--- config.mk ---
export PLATFORM = sky130hd
export DESIGN_NAME = aluex_core
export DESIGN_NICKNAME = d
export VERILOG_FILES = /design/src/core/aluex_pkg.sv /design/src/core/aluex_core.sv /design/src/core/aluex_alu.sv
export SDC_FILE = /design/constraint.sdc
export NUM_CORES = 2
export LEC_CHECK = 0
export BUFFER_PORTS_ARGS = -buffer_cell sky130_fd_sc_hd__clkbuf_2
export CAP_MARGIN = 20
export CORE_UTILIZATION = 45
export DETAILED_ROUTE_END_ITERATION = 8
export GPL_ROUTABILITY_DRIVEN = 0
export REMOVE_ABC_BUFFERS = 1
export SYNTH_ARGS = -nofsm -noshare
export SYNTH_HDL_FRONTEND = slang
export SYNTH_SLANG_ARGS = --single-unit
--- constraint.sdc ---
create_clock -name ref_clk -period 26.8 [get_ports ref_clk]
set_input_delay 2.68 -clock ref_clk [delete_from_list [all_inputs] [get_ports ref_clk]]
set_output_delay 2.68 -clock ref_clk [all_outputs]
set_load 0.03 [all_outputs]
--- src/core/aluex_pkg.sv ---
// aluex_pkg: register map, instruction word layout, opcodes and alu carriers
// of the alu and branch execution block.
// assumes one core clock and an Avalon-MM master that drives the register port.
package aluex_pkg;
	localparam int         ADDR_W        = 9;
	// byte addresses of the register port
	localparam logic [8:0] REG_INSTR     = 9'h000;
	localparam logic [8:0] REG_FLAGS     = 9'h004;
	localparam logic [8:0] REG_PC        = 9'h008;
	localparam logic [8:0] REG_IOBITS    = 9'h00C;
	localparam logic [8:0] REG_STACK     = 9'h010;
	localparam logic [8:0] REG_EXEC      = 9'h014;
	localparam logic [8:0] REG_WREG_BASE = 9'h100;
	localparam logic [8:0] WREG_SPAN     = 9'h07C;
	localparam logic [3:0] BE_ALL        = 4'hF;
	// status_flags bit positions
	localparam int         FLG_C         = 0;
	localparam int         FLG_Z         = 1;
	localparam int         FLG_N         = 2;
	localparam int         FLG_V         = 3;
	localparam int         FLG_S         = 4;
	localparam int         FLG_H         = 5;
	localparam int         FLG_T         = 6;
	localparam int         FLG_I         = 7;
	// reset values, and the all-ones alu mask
	localparam logic [7:0]  FLAGS_RST    = 8'h00;
	localparam logic [7:0]  IOBITS_RST   = 8'h00;
	localparam logic [7:0]  WREG_RST     = 8'h00;
	localparam logic [11:0] PC_RST       = 12'h000;
	localparam logic [7:0]  MASK_ALL     = 8'hFF;
	// clock cycles per instruction class
	localparam logic [2:0]  CYC_SINGLE   = 3'h1;
	localparam logic [2:0]  CYC_TAKEN    = 3'h2;
	localparam logic [2:0]  CYC_CALL     = 3'h3;
	localparam logic [2:0]  CYC_RETURN   = 3'h4;

	// opcode numbers follow the order of this list, from 0
	typedef enum logic [5:0] {
		OP_ADD, OP_ADD_CARRY, OP_SUB, OP_SUB_CONST, OP_SUB_CARRY, OP_SUB_CARRY_CONST,
		OP_AND, OP_AND_CONST, OP_OR, OP_OR_CONST, OP_XOR_REGS, OP_INVERT_BITS,
		OP_TWOS_COMP, OP_SET_MASK_BITS, OP_CLEAR_MASK_BITS, OP_COUNT_UP, OP_COUNT_DOWN,
		OP_ZERO_MINUS_PROBE, OP_ZERO_REG, OP_FILL_ONES, OP_COMPARE_REGS,
		OP_COMPARE_WITH_CARRY_IN, OP_COMPARE_IMMEDIATE, OP_REL_JUMP, OP_REL_CALL,
		OP_CALL_EXIT, OP_IRQ_EXIT, OP_COMPARE_SKIP_EQ, OP_SKIP_REG_BIT_CLEAR,
		OP_SKIP_REG_BIT_SET, OP_SKIP_IO_BIT_CLEAR, OP_SKIP_IO_BIT_SET,
		OP_BRANCH_FLAG_SET, OP_BRANCH_FLAG_CLEAR, OP_BRANCH_EQUAL, OP_BRANCH_NOT_EQUAL,
		OP_BRANCH_CARRY_SET, OP_BRANCH_CARRY_CLEAR, OP_BRANCH_SAME_HIGHER, OP_BRANCH_LOWER,
		OP_BRANCH_MINUS, OP_BRANCH_PLUS, OP_BRANCH_SIGNED_GE, OP_BRANCH_SIGNED_LT,
		OP_BRANCH_HALF_SET, OP_BRANCH_HALF_CLEAR, OP_BRANCH_TBIT_SET, OP_BRANCH_TBIT_CLEAR,
		OP_BRANCH_OVF_SET, OP_BRANCH_OVF_CLEAR, OP_BRANCH_IRQ_ON, OP_BRANCH_IRQ_OFF
	} aluex_op_t;

	// instruction word written to REG_INSTR, msb first
	typedef struct packed {
		logic        spare;
		logic [2:0]  bitSel;
		logic [11:0] k;
		logic [4:0]  rr;
		logic [4:0]  rd;
		aluex_op_t   op;
	} aluex_instr_t;

	typedef struct packed {
		aluex_op_t  op;
		logic [7:0] a;
		logic [7:0] b;
		logic [7:0] flags;
	} aluex_alu_in_t;

	typedef struct packed {
		logic [7:0] res;
		logic [7:0] flags;
		logic       wb;
	} aluex_alu_out_t;
endpackage : aluex_pkg

--- src/core/aluex_core.sv ---
// aluex_core: executes alu, compare, skip, branch, call and return instructions
// with its own working registers, status flags, program counter and return stack.
// assumes one Avalon-MM master on ref_clk; writes wait while an instruction runs.
//
// Chosen here: the address map and the Avalon-MM register port.
`timescale 1ns/1ns
module aluex_core #(
	parameter int PC_W      = 9,
	parameter int STK_DEPTH = 3
) (
	input  logic                         ref_clk,
	input  logic                         rst,
	input  logic [aluex_pkg::ADDR_W-1:0] avs_address,
	input  logic                         avs_read,
	input  logic                         avs_write,
	input  logic [31:0]                  avs_writedata,
	input  logic [3:0]                   avs_byteenable,
	output logic [31:0]                  avs_readdata,
	output logic                         avs_waitrequest
);
	import aluex_pkg::*;

	localparam int SP_W = (STK_DEPTH > 1) ? $clog2(STK_DEPTH) : 1;

	typedef enum logic {ST_IDLE, ST_EXEC} aluex_state_t;

	aluex_state_t   state_r;
	logic [2:0]     busyCnt_r;
	logic [2:0]     lastCyc_r;
	logic           lastJump_r;
	logic [7:0]     wreg_r [32];
	logic [7:0]     flags_r;
	logic [PC_W-1:0] pc_r;
	logic [7:0]     ioBits_r;
	logic [PC_W-1:0] stack_r [STK_DEPTH];
	logic [SP_W-1:0] sp_r;
	logic           rdValid_r;
	logic [31:0]    readData_r;
	logic [31:0]    rdMux;
	aluex_instr_t   instr;
	aluex_alu_in_t  aluIn;
	aluex_alu_out_t aluOut;
	logic [7:0]     aVal;
	logic [7:0]     rVal;
	logic           wrTake;
	logic           wrOk;
	logic           exec;
	logic           wregHit;
	logic [4:0]     wIdx;
	logic [PC_W-1:0] pc1;
	logic [PC_W-1:0] pcNxt;
	logic [PC_W-1:0] stackTop;
	logic [2:0]     cycNxt;
	logic           push;
	logic           pop;
	logic           setI;
	logic           skip;
	logic           jump;
	logic [1:0]     br;

	// stack pointer steps wrap at the depth, so a deep nest overwrites the oldest
	function automatic logic [SP_W-1:0] spStep(input logic [SP_W-1:0] sp, input logic up);
		if (up)
			return (sp == SP_W'(STK_DEPTH - 1)) ? '0 : sp + 1'b1;
		return (sp == '0) ? SP_W'(STK_DEPTH - 1) : sp - 1'b1;
	endfunction : spStep

	// pc plus signed 12-bit offset plus one, cut to the pc width
	function automatic logic [PC_W-1:0] relTarget(input logic [PC_W-1:0] pc, input logic [11:0] k);
		logic [15:0] t;
		t = 16'(pc) + {{4{k[11]}}, k} + 16'h0001;
		return t[PC_W-1:0];
	endfunction : relTarget

	// returns {is a branch, condition met}
	function automatic logic [1:0] brDecode(input aluex_op_t op, input logic [7:0] f, input logic [2:0] s);
		case (op)
			OP_BRANCH_FLAG_SET:     return {1'b1, f[s]};
			OP_BRANCH_FLAG_CLEAR:   return {1'b1, ~f[s]};
			OP_BRANCH_EQUAL:        return {1'b1, f[FLG_Z]};
			OP_BRANCH_NOT_EQUAL:    return {1'b1, ~f[FLG_Z]};
			OP_BRANCH_CARRY_SET,
			OP_BRANCH_LOWER:        return {1'b1, f[FLG_C]};
			OP_BRANCH_CARRY_CLEAR,
			OP_BRANCH_SAME_HIGHER:  return {1'b1, ~f[FLG_C]};
			OP_BRANCH_MINUS:        return {1'b1, f[FLG_N]};
			OP_BRANCH_PLUS:         return {1'b1, ~f[FLG_N]};
			OP_BRANCH_SIGNED_GE:    return {1'b1, ~(f[FLG_N] ^ f[FLG_V])};
			OP_BRANCH_SIGNED_LT:    return {1'b1, f[FLG_N] ^ f[FLG_V]};
			OP_BRANCH_HALF_SET:     return {1'b1, f[FLG_H]};
			OP_BRANCH_HALF_CLEAR:   return {1'b1, ~f[FLG_H]};
			OP_BRANCH_TBIT_SET:     return {1'b1, f[FLG_T]};
			OP_BRANCH_TBIT_CLEAR:   return {1'b1, ~f[FLG_T]};
			OP_BRANCH_OVF_SET:      return {1'b1, f[FLG_V]};
			OP_BRANCH_OVF_CLEAR:    return {1'b1, ~f[FLG_V]};
			OP_BRANCH_IRQ_ON:       return {1'b1, f[FLG_I]};
			OP_BRANCH_IRQ_OFF:      return {1'b1, ~f[FLG_I]};
			default:                return 2'b00;
		endcase
	endfunction : brDecode

	// bus decode: writes stall while a multi-cycle instruction is in flight
	assign wrTake = avs_write & (state_r == ST_IDLE);
	assign wrOk = wrTake & (avs_byteenable == BE_ALL);
	assign exec = wrOk & (avs_address == REG_INSTR);
	assign wregHit = ((avs_address & ~WREG_SPAN) == REG_WREG_BASE);
	assign wIdx = avs_address[6:2];
	assign avs_waitrequest = (avs_read & ~rdValid_r) | (avs_write & (state_r != ST_IDLE));
	assign avs_readdata = readData_r;

	// operand fetch straight from the instruction word being written
	assign instr = aluex_instr_t'(avs_writedata);
	assign aVal = wreg_r[instr.rd];
	assign rVal = wreg_r[instr.rr];
	assign pc1 = pc_r + 1'b1;
	assign stackTop = stack_r[spStep(sp_r, 1'b0)];

	// immediate forms take the low byte of k as their second operand
	always_comb begin
		aluIn.op = instr.op;
		aluIn.a = aVal;
		aluIn.flags = flags_r;
		aluIn.b = rVal;
		if (instr.op inside {OP_SUB_CONST, OP_SUB_CARRY_CONST, OP_AND_CONST, OP_OR_CONST,
				OP_SET_MASK_BITS, OP_CLEAR_MASK_BITS, OP_COMPARE_IMMEDIATE})
			aluIn.b = instr.k[7:0];
	end

	aluex_alu u_alu (
		.aluIn  (aluIn),
		.aluOut (aluOut)
	);

	// program counter flow and cycle count of the instruction
	always_comb begin
		br = brDecode(instr.op, flags_r, instr.bitSel);
		pcNxt = pc1;
		cycNxt = CYC_SINGLE;
		push = 1'b0;
		pop = 1'b0;
		setI = 1'b0;
		skip = 1'b0;
		jump = 1'b0;
		case (instr.op)
			OP_REL_JUMP: begin
				pcNxt = relTarget(pc_r, instr.k);
				cycNxt = CYC_TAKEN;
				jump = 1'b1;
			end
			OP_REL_CALL: begin
				pcNxt = relTarget(pc_r, instr.k);
				cycNxt = CYC_CALL;
				push = 1'b1;
				jump = 1'b1;
			end
			OP_CALL_EXIT, OP_IRQ_EXIT: begin
				pcNxt = stackTop;
				cycNxt = CYC_RETURN;
				pop = 1'b1;
				setI = (instr.op == OP_IRQ_EXIT);
				jump = 1'b1;
			end
			OP_COMPARE_SKIP_EQ:    skip = (aVal == rVal);
			OP_SKIP_REG_BIT_CLEAR: skip = ~rVal[instr.bitSel];
			OP_SKIP_REG_BIT_SET:   skip = rVal[instr.bitSel];
			OP_SKIP_IO_BIT_CLEAR:  skip = ~ioBits_r[instr.bitSel];
			OP_SKIP_IO_BIT_SET:    skip = ioBits_r[instr.bitSel];
			default: begin
				if (br[1] & br[0]) begin
					pcNxt = relTarget(pc_r, instr.k);
					cycNxt = CYC_TAKEN;
					jump = 1'b1;
				end
			end
		endcase
		// a skip steps over exactly one single-word instruction
		if (skip) begin
			pcNxt = pc_r + PC_W'(2);
			cycNxt = CYC_TAKEN;
			jump = 1'b1;
		end
	end

	// sequencer: holds bus writes off for the extra cycles of the instruction
	always_ff @(posedge ref_clk or posedge rst) begin
		if (rst) begin
			state_r <= ST_IDLE;
			busyCnt_r <= 3'h0;
			lastCyc_r <= 3'h0;
			lastJump_r <= 1'b0;
		end else begin
			unique case (state_r)
				ST_IDLE: begin
					if (exec) begin
						lastCyc_r <= cycNxt;
						lastJump_r <= jump;
						if (cycNxt != CYC_SINGLE) begin
							state_r <= ST_EXEC;
							busyCnt_r <= cycNxt - 3'h1;
						end
					end
				end
				ST_EXEC: begin
					busyCnt_r <= busyCnt_r - 3'h1;
					if (busyCnt_r == 3'h1)
						state_r <= ST_IDLE;
				end
			endcase
		end
	end

	// working registers: alu writeback or direct bus write
	always_ff @(posedge ref_clk or posedge rst) begin
		if (rst) begin
			for (int i = 0; i < 32; i++)
				wreg_r[i] <= WREG_RST;
		end else if (exec & aluOut.wb) begin
			wreg_r[instr.rd] <= aluOut.res;
		end else if (wrOk & wregHit) begin
			wreg_r[wIdx] <= avs_writedata[7:0];
		end
	end

	// status flags: instruction result wins over nothing, bus write otherwise
	always_ff @(posedge ref_clk or posedge rst) begin
		if (rst) begin
			flags_r <= FLAGS_RST;
		end else if (exec) begin
			flags_r <= aluOut.flags;
			if (setI)
				flags_r[FLG_I] <= 1'b1;
		end else if (wrOk & (avs_address == REG_FLAGS)) begin
			flags_r <= avs_writedata[7:0];
		end
	end

	// program counter
	always_ff @(posedge ref_clk or posedge rst) begin
		if (rst)
			pc_r <= PC_RST[PC_W-1:0];
		else if (exec)
			pc_r <= pcNxt;
		else if (wrOk & (avs_address == REG_PC))
			pc_r <= avs_writedata[PC_W-1:0];
	end

	// io byte tested by the io bit skips
	always_ff @(posedge ref_clk or posedge rst) begin
		if (rst)
			ioBits_r <= IOBITS_RST;
		else if (wrOk & (avs_address == REG_IOBITS))
			ioBits_r <= avs_writedata[7:0];
	end

	// return stack: call pushes the next pc, returns pop, a bus write pushes
	always_ff @(posedge ref_clk or posedge rst) begin
		if (rst) begin
			for (int i = 0; i < STK_DEPTH; i++)
				stack_r[i] <= PC_RST[PC_W-1:0];
			sp_r <= '0;
		end else if (exec & push) begin
			stack_r[sp_r] <= pc1;
			sp_r <= spStep(sp_r, 1'b1);
		end else if (exec & pop) begin
			sp_r <= spStep(sp_r, 1'b0);
		end else if (wrOk & (avs_address == REG_STACK)) begin
			stack_r[sp_r] <= avs_writedata[PC_W-1:0];
			sp_r <= spStep(sp_r, 1'b1);
		end
	end

	// read mux; unmapped and write-only addresses read as zero
	always_comb begin
		rdMux = 32'h0000_0000;
		if (wregHit) begin
			rdMux[7:0] = wreg_r[wIdx];
		end else begin
			case (avs_address)
				REG_FLAGS:  rdMux[7:0] = flags_r;
				REG_PC:     rdMux[PC_W-1:0] = pc_r;
				REG_IOBITS: rdMux[7:0] = ioBits_r;
				REG_STACK:  rdMux[PC_W-1:0] = stackTop;
				REG_EXEC:   rdMux[4:0] = {lastJump_r, lastCyc_r, state_r == ST_EXEC};
				default:    rdMux = 32'h0000_0000;
			endcase
		end
	end

	// reads take two cycles so that read data always comes from a flop
	always_ff @(posedge ref_clk or posedge rst) begin
		if (rst) begin
			rdValid_r <= 1'b0;
			readData_r <= 32'h0000_0000;
		end else begin
			rdValid_r <= avs_read & ~rdValid_r;
			if (avs_read & ~rdValid_r)
				readData_r <= rdMux;
		end
	end
endmodule : aluex_core

--- src/core/aluex_alu.sv ---
// aluex_alu: combinational 8-bit alu with status flag update.
// assumes the caller picks register or immediate operand and commits results.
`timescale 1ns/1ns
module aluex_alu (
	input  aluex_pkg::aluex_alu_in_t  aluIn,
	output aluex_pkg::aluex_alu_out_t aluOut
);
	import aluex_pkg::*;

	// one adder serves add, subtract, compare and negate
	always_comb begin
		logic [7:0] x;
		logic [7:0] y;
		logic [7:0] r;
		logic [7:0] f;
		logic [8:0] wide;
		logic [4:0] nib;
		logic       cin;
		logic       arith;
		logic       sub;
		logic       keepZ;
		logic       logicF;
		logic       vNew;
		logic       wb;
		x = aluIn.a;
		y = aluIn.b;
		r = aluIn.a;
		f = aluIn.flags;
		wide = 9'h000;
		nib = 5'h00;
		cin = 1'b0;
		arith = 1'b0;
		sub = 1'b0;
		keepZ = 1'b0;
		logicF = 1'b0;
		vNew = 1'b0;
		wb = 1'b1;
		case (aluIn.op)
			OP_ADD: arith = 1'b1;
			OP_ADD_CARRY: begin
				arith = 1'b1;
				cin = f[FLG_C];
			end
			OP_SUB, OP_SUB_CONST: begin
				arith = 1'b1;
				sub = 1'b1;
			end
			OP_SUB_CARRY, OP_SUB_CARRY_CONST, OP_COMPARE_WITH_CARRY_IN: begin
				arith = 1'b1;
				sub = 1'b1;
				cin = f[FLG_C];
				keepZ = 1'b1; // zero only stays set across a multi-byte chain
				wb = (aluIn.op != OP_COMPARE_WITH_CARRY_IN);
			end
			OP_COMPARE_REGS, OP_COMPARE_IMMEDIATE: begin
				arith = 1'b1;
				sub = 1'b1;
				wb = 1'b0;
			end
			OP_TWOS_COMP: begin
				arith = 1'b1;
				sub = 1'b1;
				x = 8'h00;
				y = aluIn.a;
			end
			OP_AND, OP_AND_CONST: begin
				logicF = 1'b1;
				r = x & y;
			end
			OP_OR, OP_OR_CONST, OP_SET_MASK_BITS: begin
				logicF = 1'b1;
				r = x | y;
			end
			OP_CLEAR_MASK_BITS: begin
				logicF = 1'b1;
				r = x & (MASK_ALL - y);
			end
			OP_XOR_REGS, OP_ZERO_REG: begin
				logicF = 1'b1;
				r = x ^ ((aluIn.op == OP_ZERO_REG) ? x : y);
			end
			OP_ZERO_MINUS_PROBE: begin
				logicF = 1'b1;
				r = x & x;
			end
			OP_INVERT_BITS: begin
				logicF = 1'b1;
				r = MASK_ALL - x;
				f[FLG_C] = 1'b1;
			end
			OP_COUNT_UP: begin
				logicF = 1'b1;
				r = x + 8'h01;
				vNew = (r == 8'h80);
			end
			OP_COUNT_DOWN: begin
				logicF = 1'b1;
				r = x - 8'h01;
				vNew = (r == 8'h7F);
			end
			OP_FILL_ONES: r = MASK_ALL;
			default: wb = 1'b0;
		endcase
		if (arith) begin
			if (sub) begin
				wide = {1'b0, x} - {1'b0, y} - {8'h00, cin};
				nib = {1'b0, x[3:0]} - {1'b0, y[3:0]} - {4'h0, cin};
				vNew = (x[7] & ~y[7] & ~wide[7]) | (~x[7] & y[7] & wide[7]);
			end else begin
				wide = {1'b0, x} + {1'b0, y} + {8'h00, cin};
				nib = {1'b0, x[3:0]} + {1'b0, y[3:0]} + {4'h0, cin};
				vNew = (x[7] & y[7] & ~wide[7]) | (~x[7] & ~y[7] & wide[7]);
			end
			r = wide[7:0];
			f[FLG_C] = wide[8];
			f[FLG_H] = nib[4];
			f[FLG_Z] = (r == 8'h00) & (f[FLG_Z] | ~keepZ);
		end
		// logic ops touch zero, negative, overflow and sign only; carry and half stay, except that invert sets carry
		if (arith | logicF) begin
			if (!arith)
				f[FLG_Z] = (r == 8'h00);
			f[FLG_N] = r[7];
			f[FLG_V] = vNew;
			f[FLG_S] = r[7] ^ vNew;
		end
		aluOut.res = r;
		aluOut.flags = f;
		aluOut.wb = wb;
	end
endmodule : aluex_alu

==> impl_metrics.json <==
{
  "grt_pass1_wl_mm": 172,
  "yosysUniqueCellTypes": 104,
  "cts.sinks": 328,
  "p_clk_share_pct": 43.8,
  "outcome": "finished with violations",
  "nNetsFinal": 2800,
  "grt_pass1_vias": 24288,
  "initial_core_util_pct": 45.6,
  "root_buffer": "clkbuf_16",
  "power_density_nw_per_um2": 44.5,
  "syn_to_final_growth_pct": 7.09,
  "antenna_left": 0,
  "power_switching_uw": 370,
  "finalSetupViolCount": 0,
  "pwr-share-comb_pct": 15.7,
  "setup_tns_ps": 0,
  "drc_errors": 125,
  "seqPwrFrac_pct": 40.5,
  "die_y_um": 242,
  "io_buffers": 54,
  "die_x_um": 242,
  "drive_gt1_share_pct": 14.3,
  "overflow": 0,
  "avgSynthCellArea_um2": 9.30,
  "cp.required_ps": 27280,
  "post-cts-setup-buffer-count": 0,
  "num_vias": 26143,
  "skew_ps": 40.0,
  "min_period_ps": 9860,
  "grt_max_degree": 101,
  "period_share_pct": 36.8,
  "path_clk_slew_ps": 60,
  "via_per_inst": 7.49,
  "async_flop_share_pct": 100,
  "max_freq_mhz": 101,
  "dp.cells": 3411,
  "postCtsHoldBufs": 0,
  "startpoint_type": "input pin",
  "worstSetupPathType": "input pin to flip-flop",
  "violations": "design-rule violations",
  "maxSlewViolCount": 0,
  "num_rows": 87,
  "cts_tree": "yes",
  "yosys_most_used_dff": "dfrtp_1",
  "rsz0062_at_grt": "false",
  "nFillCells": 5345,
  "intPower_uw": 861,
  "hold_viol": 0,
  "io-pin-count": 82,
  "yosys_warnings": 0,
  "maxCapViolCount": 0,
  "p_sw_share_pct": 30.1,
  "yosysTopAreaCellShare_pct": 31.8,
  "tightest_slew_ps": 1320,
  "final_cell_count_no_fill": 3492,
  "wirelength_mm": 119,
  "synth_area_leaders": "dfrtp_1 32%, mux4_2 10%, mux2i_1 7.3%",
  "synth_top_cell_by_area": "dfrtp_1",
  "cts_buffers": 40,
  "die_area_um2": 58400,
  "cts_resized": 0,
  "slowest_stage": "a31o_2",
  "grt_usage_pct": 40.0,
  "synth_area_um2": 25800,
  "synth_common_cells": "328 x dfrtp_1, 294 x o21ai_0, 235 x nand2_1",
  "arrival_ps": 10340,
  "wl_per_cell_um": 33.9,
  "crit_fanout": 68,
  "path_cells": "clkbuf_8 -> buf_4 -> mux2i_1 -> o22ai_1 -> nor4_1 -> and2_1 -> inv_2 -> nand2_1 -> o21a_1 -> inv_1 -> fa_1 -> fa_1 -> a21o_1 -> a21oi_1 -> o21bai_1 -> a21oi_1 -> xnor2_1 -> mux2i_1 -> a21oi_1 -> a31o_2 -> o21ai_0 -> mux2_2",
  "core_area_um2": 56600,
  "drt_iter0_drc": 4798,
  "cpPeakStageDelay_ps": 930,
  "antenna_found_initial": 8,
  "syn_inst": 2776,
  "cp_common_cell": "a21oi_1",
  "cp-end-kind": "flip-flop",
  "synth_most_common_cell": "dfrtp_1",
  "clockBufferDepth": 3,
  "p_leak_uw": 0.0111,
  "htreeDepth": 2,
  "irDropWorstVdd_mv": 0.0431,
  "dp_hpwl_mm": 81.6,
  "ys_seq_elements": 328,
  "dr.pass1.iters": 9,
  "relSlewSlack_pct": 12.3,
  "hold_path_class": "flip-flop to flip-flop",
  "ys_seq_area_share_pct": 31.8,
  "clk_latency_ps": 600,
  "synth_edf_count": 0
}
per-layer routing:
layer	GRT usage, %	up-vias	share of wire, %
met1	49.5	12812	35
li1	-	10524	-
met2	56.0	2204	41
met3	17.5	589	15
met4	25.7	14	8.3
met5	4.49	-	0.35
logic make-up (layout without fill, tap and decap cells):
| logic type | count (synthesis) | after routing | synth area share, % |
|---|---|---|---|
| AO/OA/AOI/OAI | 1036 | 1036 | 26.0 |
| AND/OR/NAND/NOR | 665 | 665 | 13.0 |
| multiplexers | 342 | 342 | 19.1 |
| flip-flops | 328 | 328 | 31.8 |
| buffers and inverters | 305 | 237 | 5.82 |
| XOR/XNOR | 51 | 51 | 1.73 |
| adder cells (fa/ha/maj) | 48 | 48 | 2.47 |
| other | 1 | 29 | 0.0145 |
power groups by stage:
stage	clock, uW	combinational, uW	sequential [uW]
after floorplan	0	95.8	507
after global placement	0	181	507
after detailed placement	0	183	507
after CTS	541	184	499
after global routing	564	201	498
final	539	194	499
layout make-up:
type                            instances  area, um^2  area share, %
Antenna cell                            6        15.0         0.0543
Clock buffer                           54        1110           4.03
Clock inverter                         15         151          0.547
Inverter                               54         213          0.769
Multi-Input combinational cell       2165       16200           58.7
Sequential cell                       328        8210           29.7
Tap cell                              756         946           3.42
Timing Repair Buffer                  114         774           2.80
flip-flops by register name (all words and copies together), names as in the netlist:
signal / count
avs_readdata: 9
busyCnt_r: 3
flags_r: 8
ioBits_r: 8
lastCyc_r: 3
lastJump_r: 1
pc_r: 9
rdValid_r: 1
sp_r: 2
stack_r: 27
state_r: 1
wreg_r: 256
critical path: cells and delay by family:
family                   cells  cell delay [ps]
AND/OR/NAND/NOR              3             1600
buffers and inverters        4             1670
multiplexers                 3              750
AO/OA/AOI/OAI                9             2460
XOR/XNOR                     1              150
adder cells (fa/ha/maj)      2              890
final timing paths:
kind	from	endpoint	slack (ps)	depth (start not counted)
setup reg to reg	wreg_r[216]$_DFFE_PP0P_	wreg_r[14]$_DFFE_PP0P_	19920	20
min in group asynchronous	rst	wreg_r[88]$_DFFE_PP0P_	2220	2
hold reg to reg	stack_r[2]$_DFFE_PP0P_	stack_r[2]$_DFFE_PP0P_	480	2
hold / removal	stack_r[2]$_DFFE_PP0P_	stack_r[2]$_DFFE_PP0P_	480	2
max in group asynchronous	rst	wreg_r[185]$_DFFE_PP0P_	22580	5
setup / recovery	avs_writedata[6]	wreg_r[14]$_DFFE_PP0P_	16940	22
through the flow:
step	total power [uW]	util [%]	setup slack (ps)	instance area (um^2)	hold slack, ps
after detailed placement	690	46.5	16800	26300	469
after global placement	688	46.4	16930	26300	461
after floorplan	603	-	15040	24600	449
after CTS	1220	48.7	17410	27600	483
final	1230	48.9	16940	27700	480
after global routing	1260	48.8	16800	27600	503
placed cells by master (no fill, tap or decap), types with 48 or more instances in the layout:
master / instances
dfrtp_1: 328
o21ai_0: 294
nand2_1: 235
a22oi_1: 232
mux2i_1: 188
a21oi_1: 135
nor2_1: 127
mux4_2: 118
o22ai_1: 99
buf_4: 60
inv_1: 49
clkbuf_2: 49
nand3_1: 48
(Power assumes the default switching activity.)
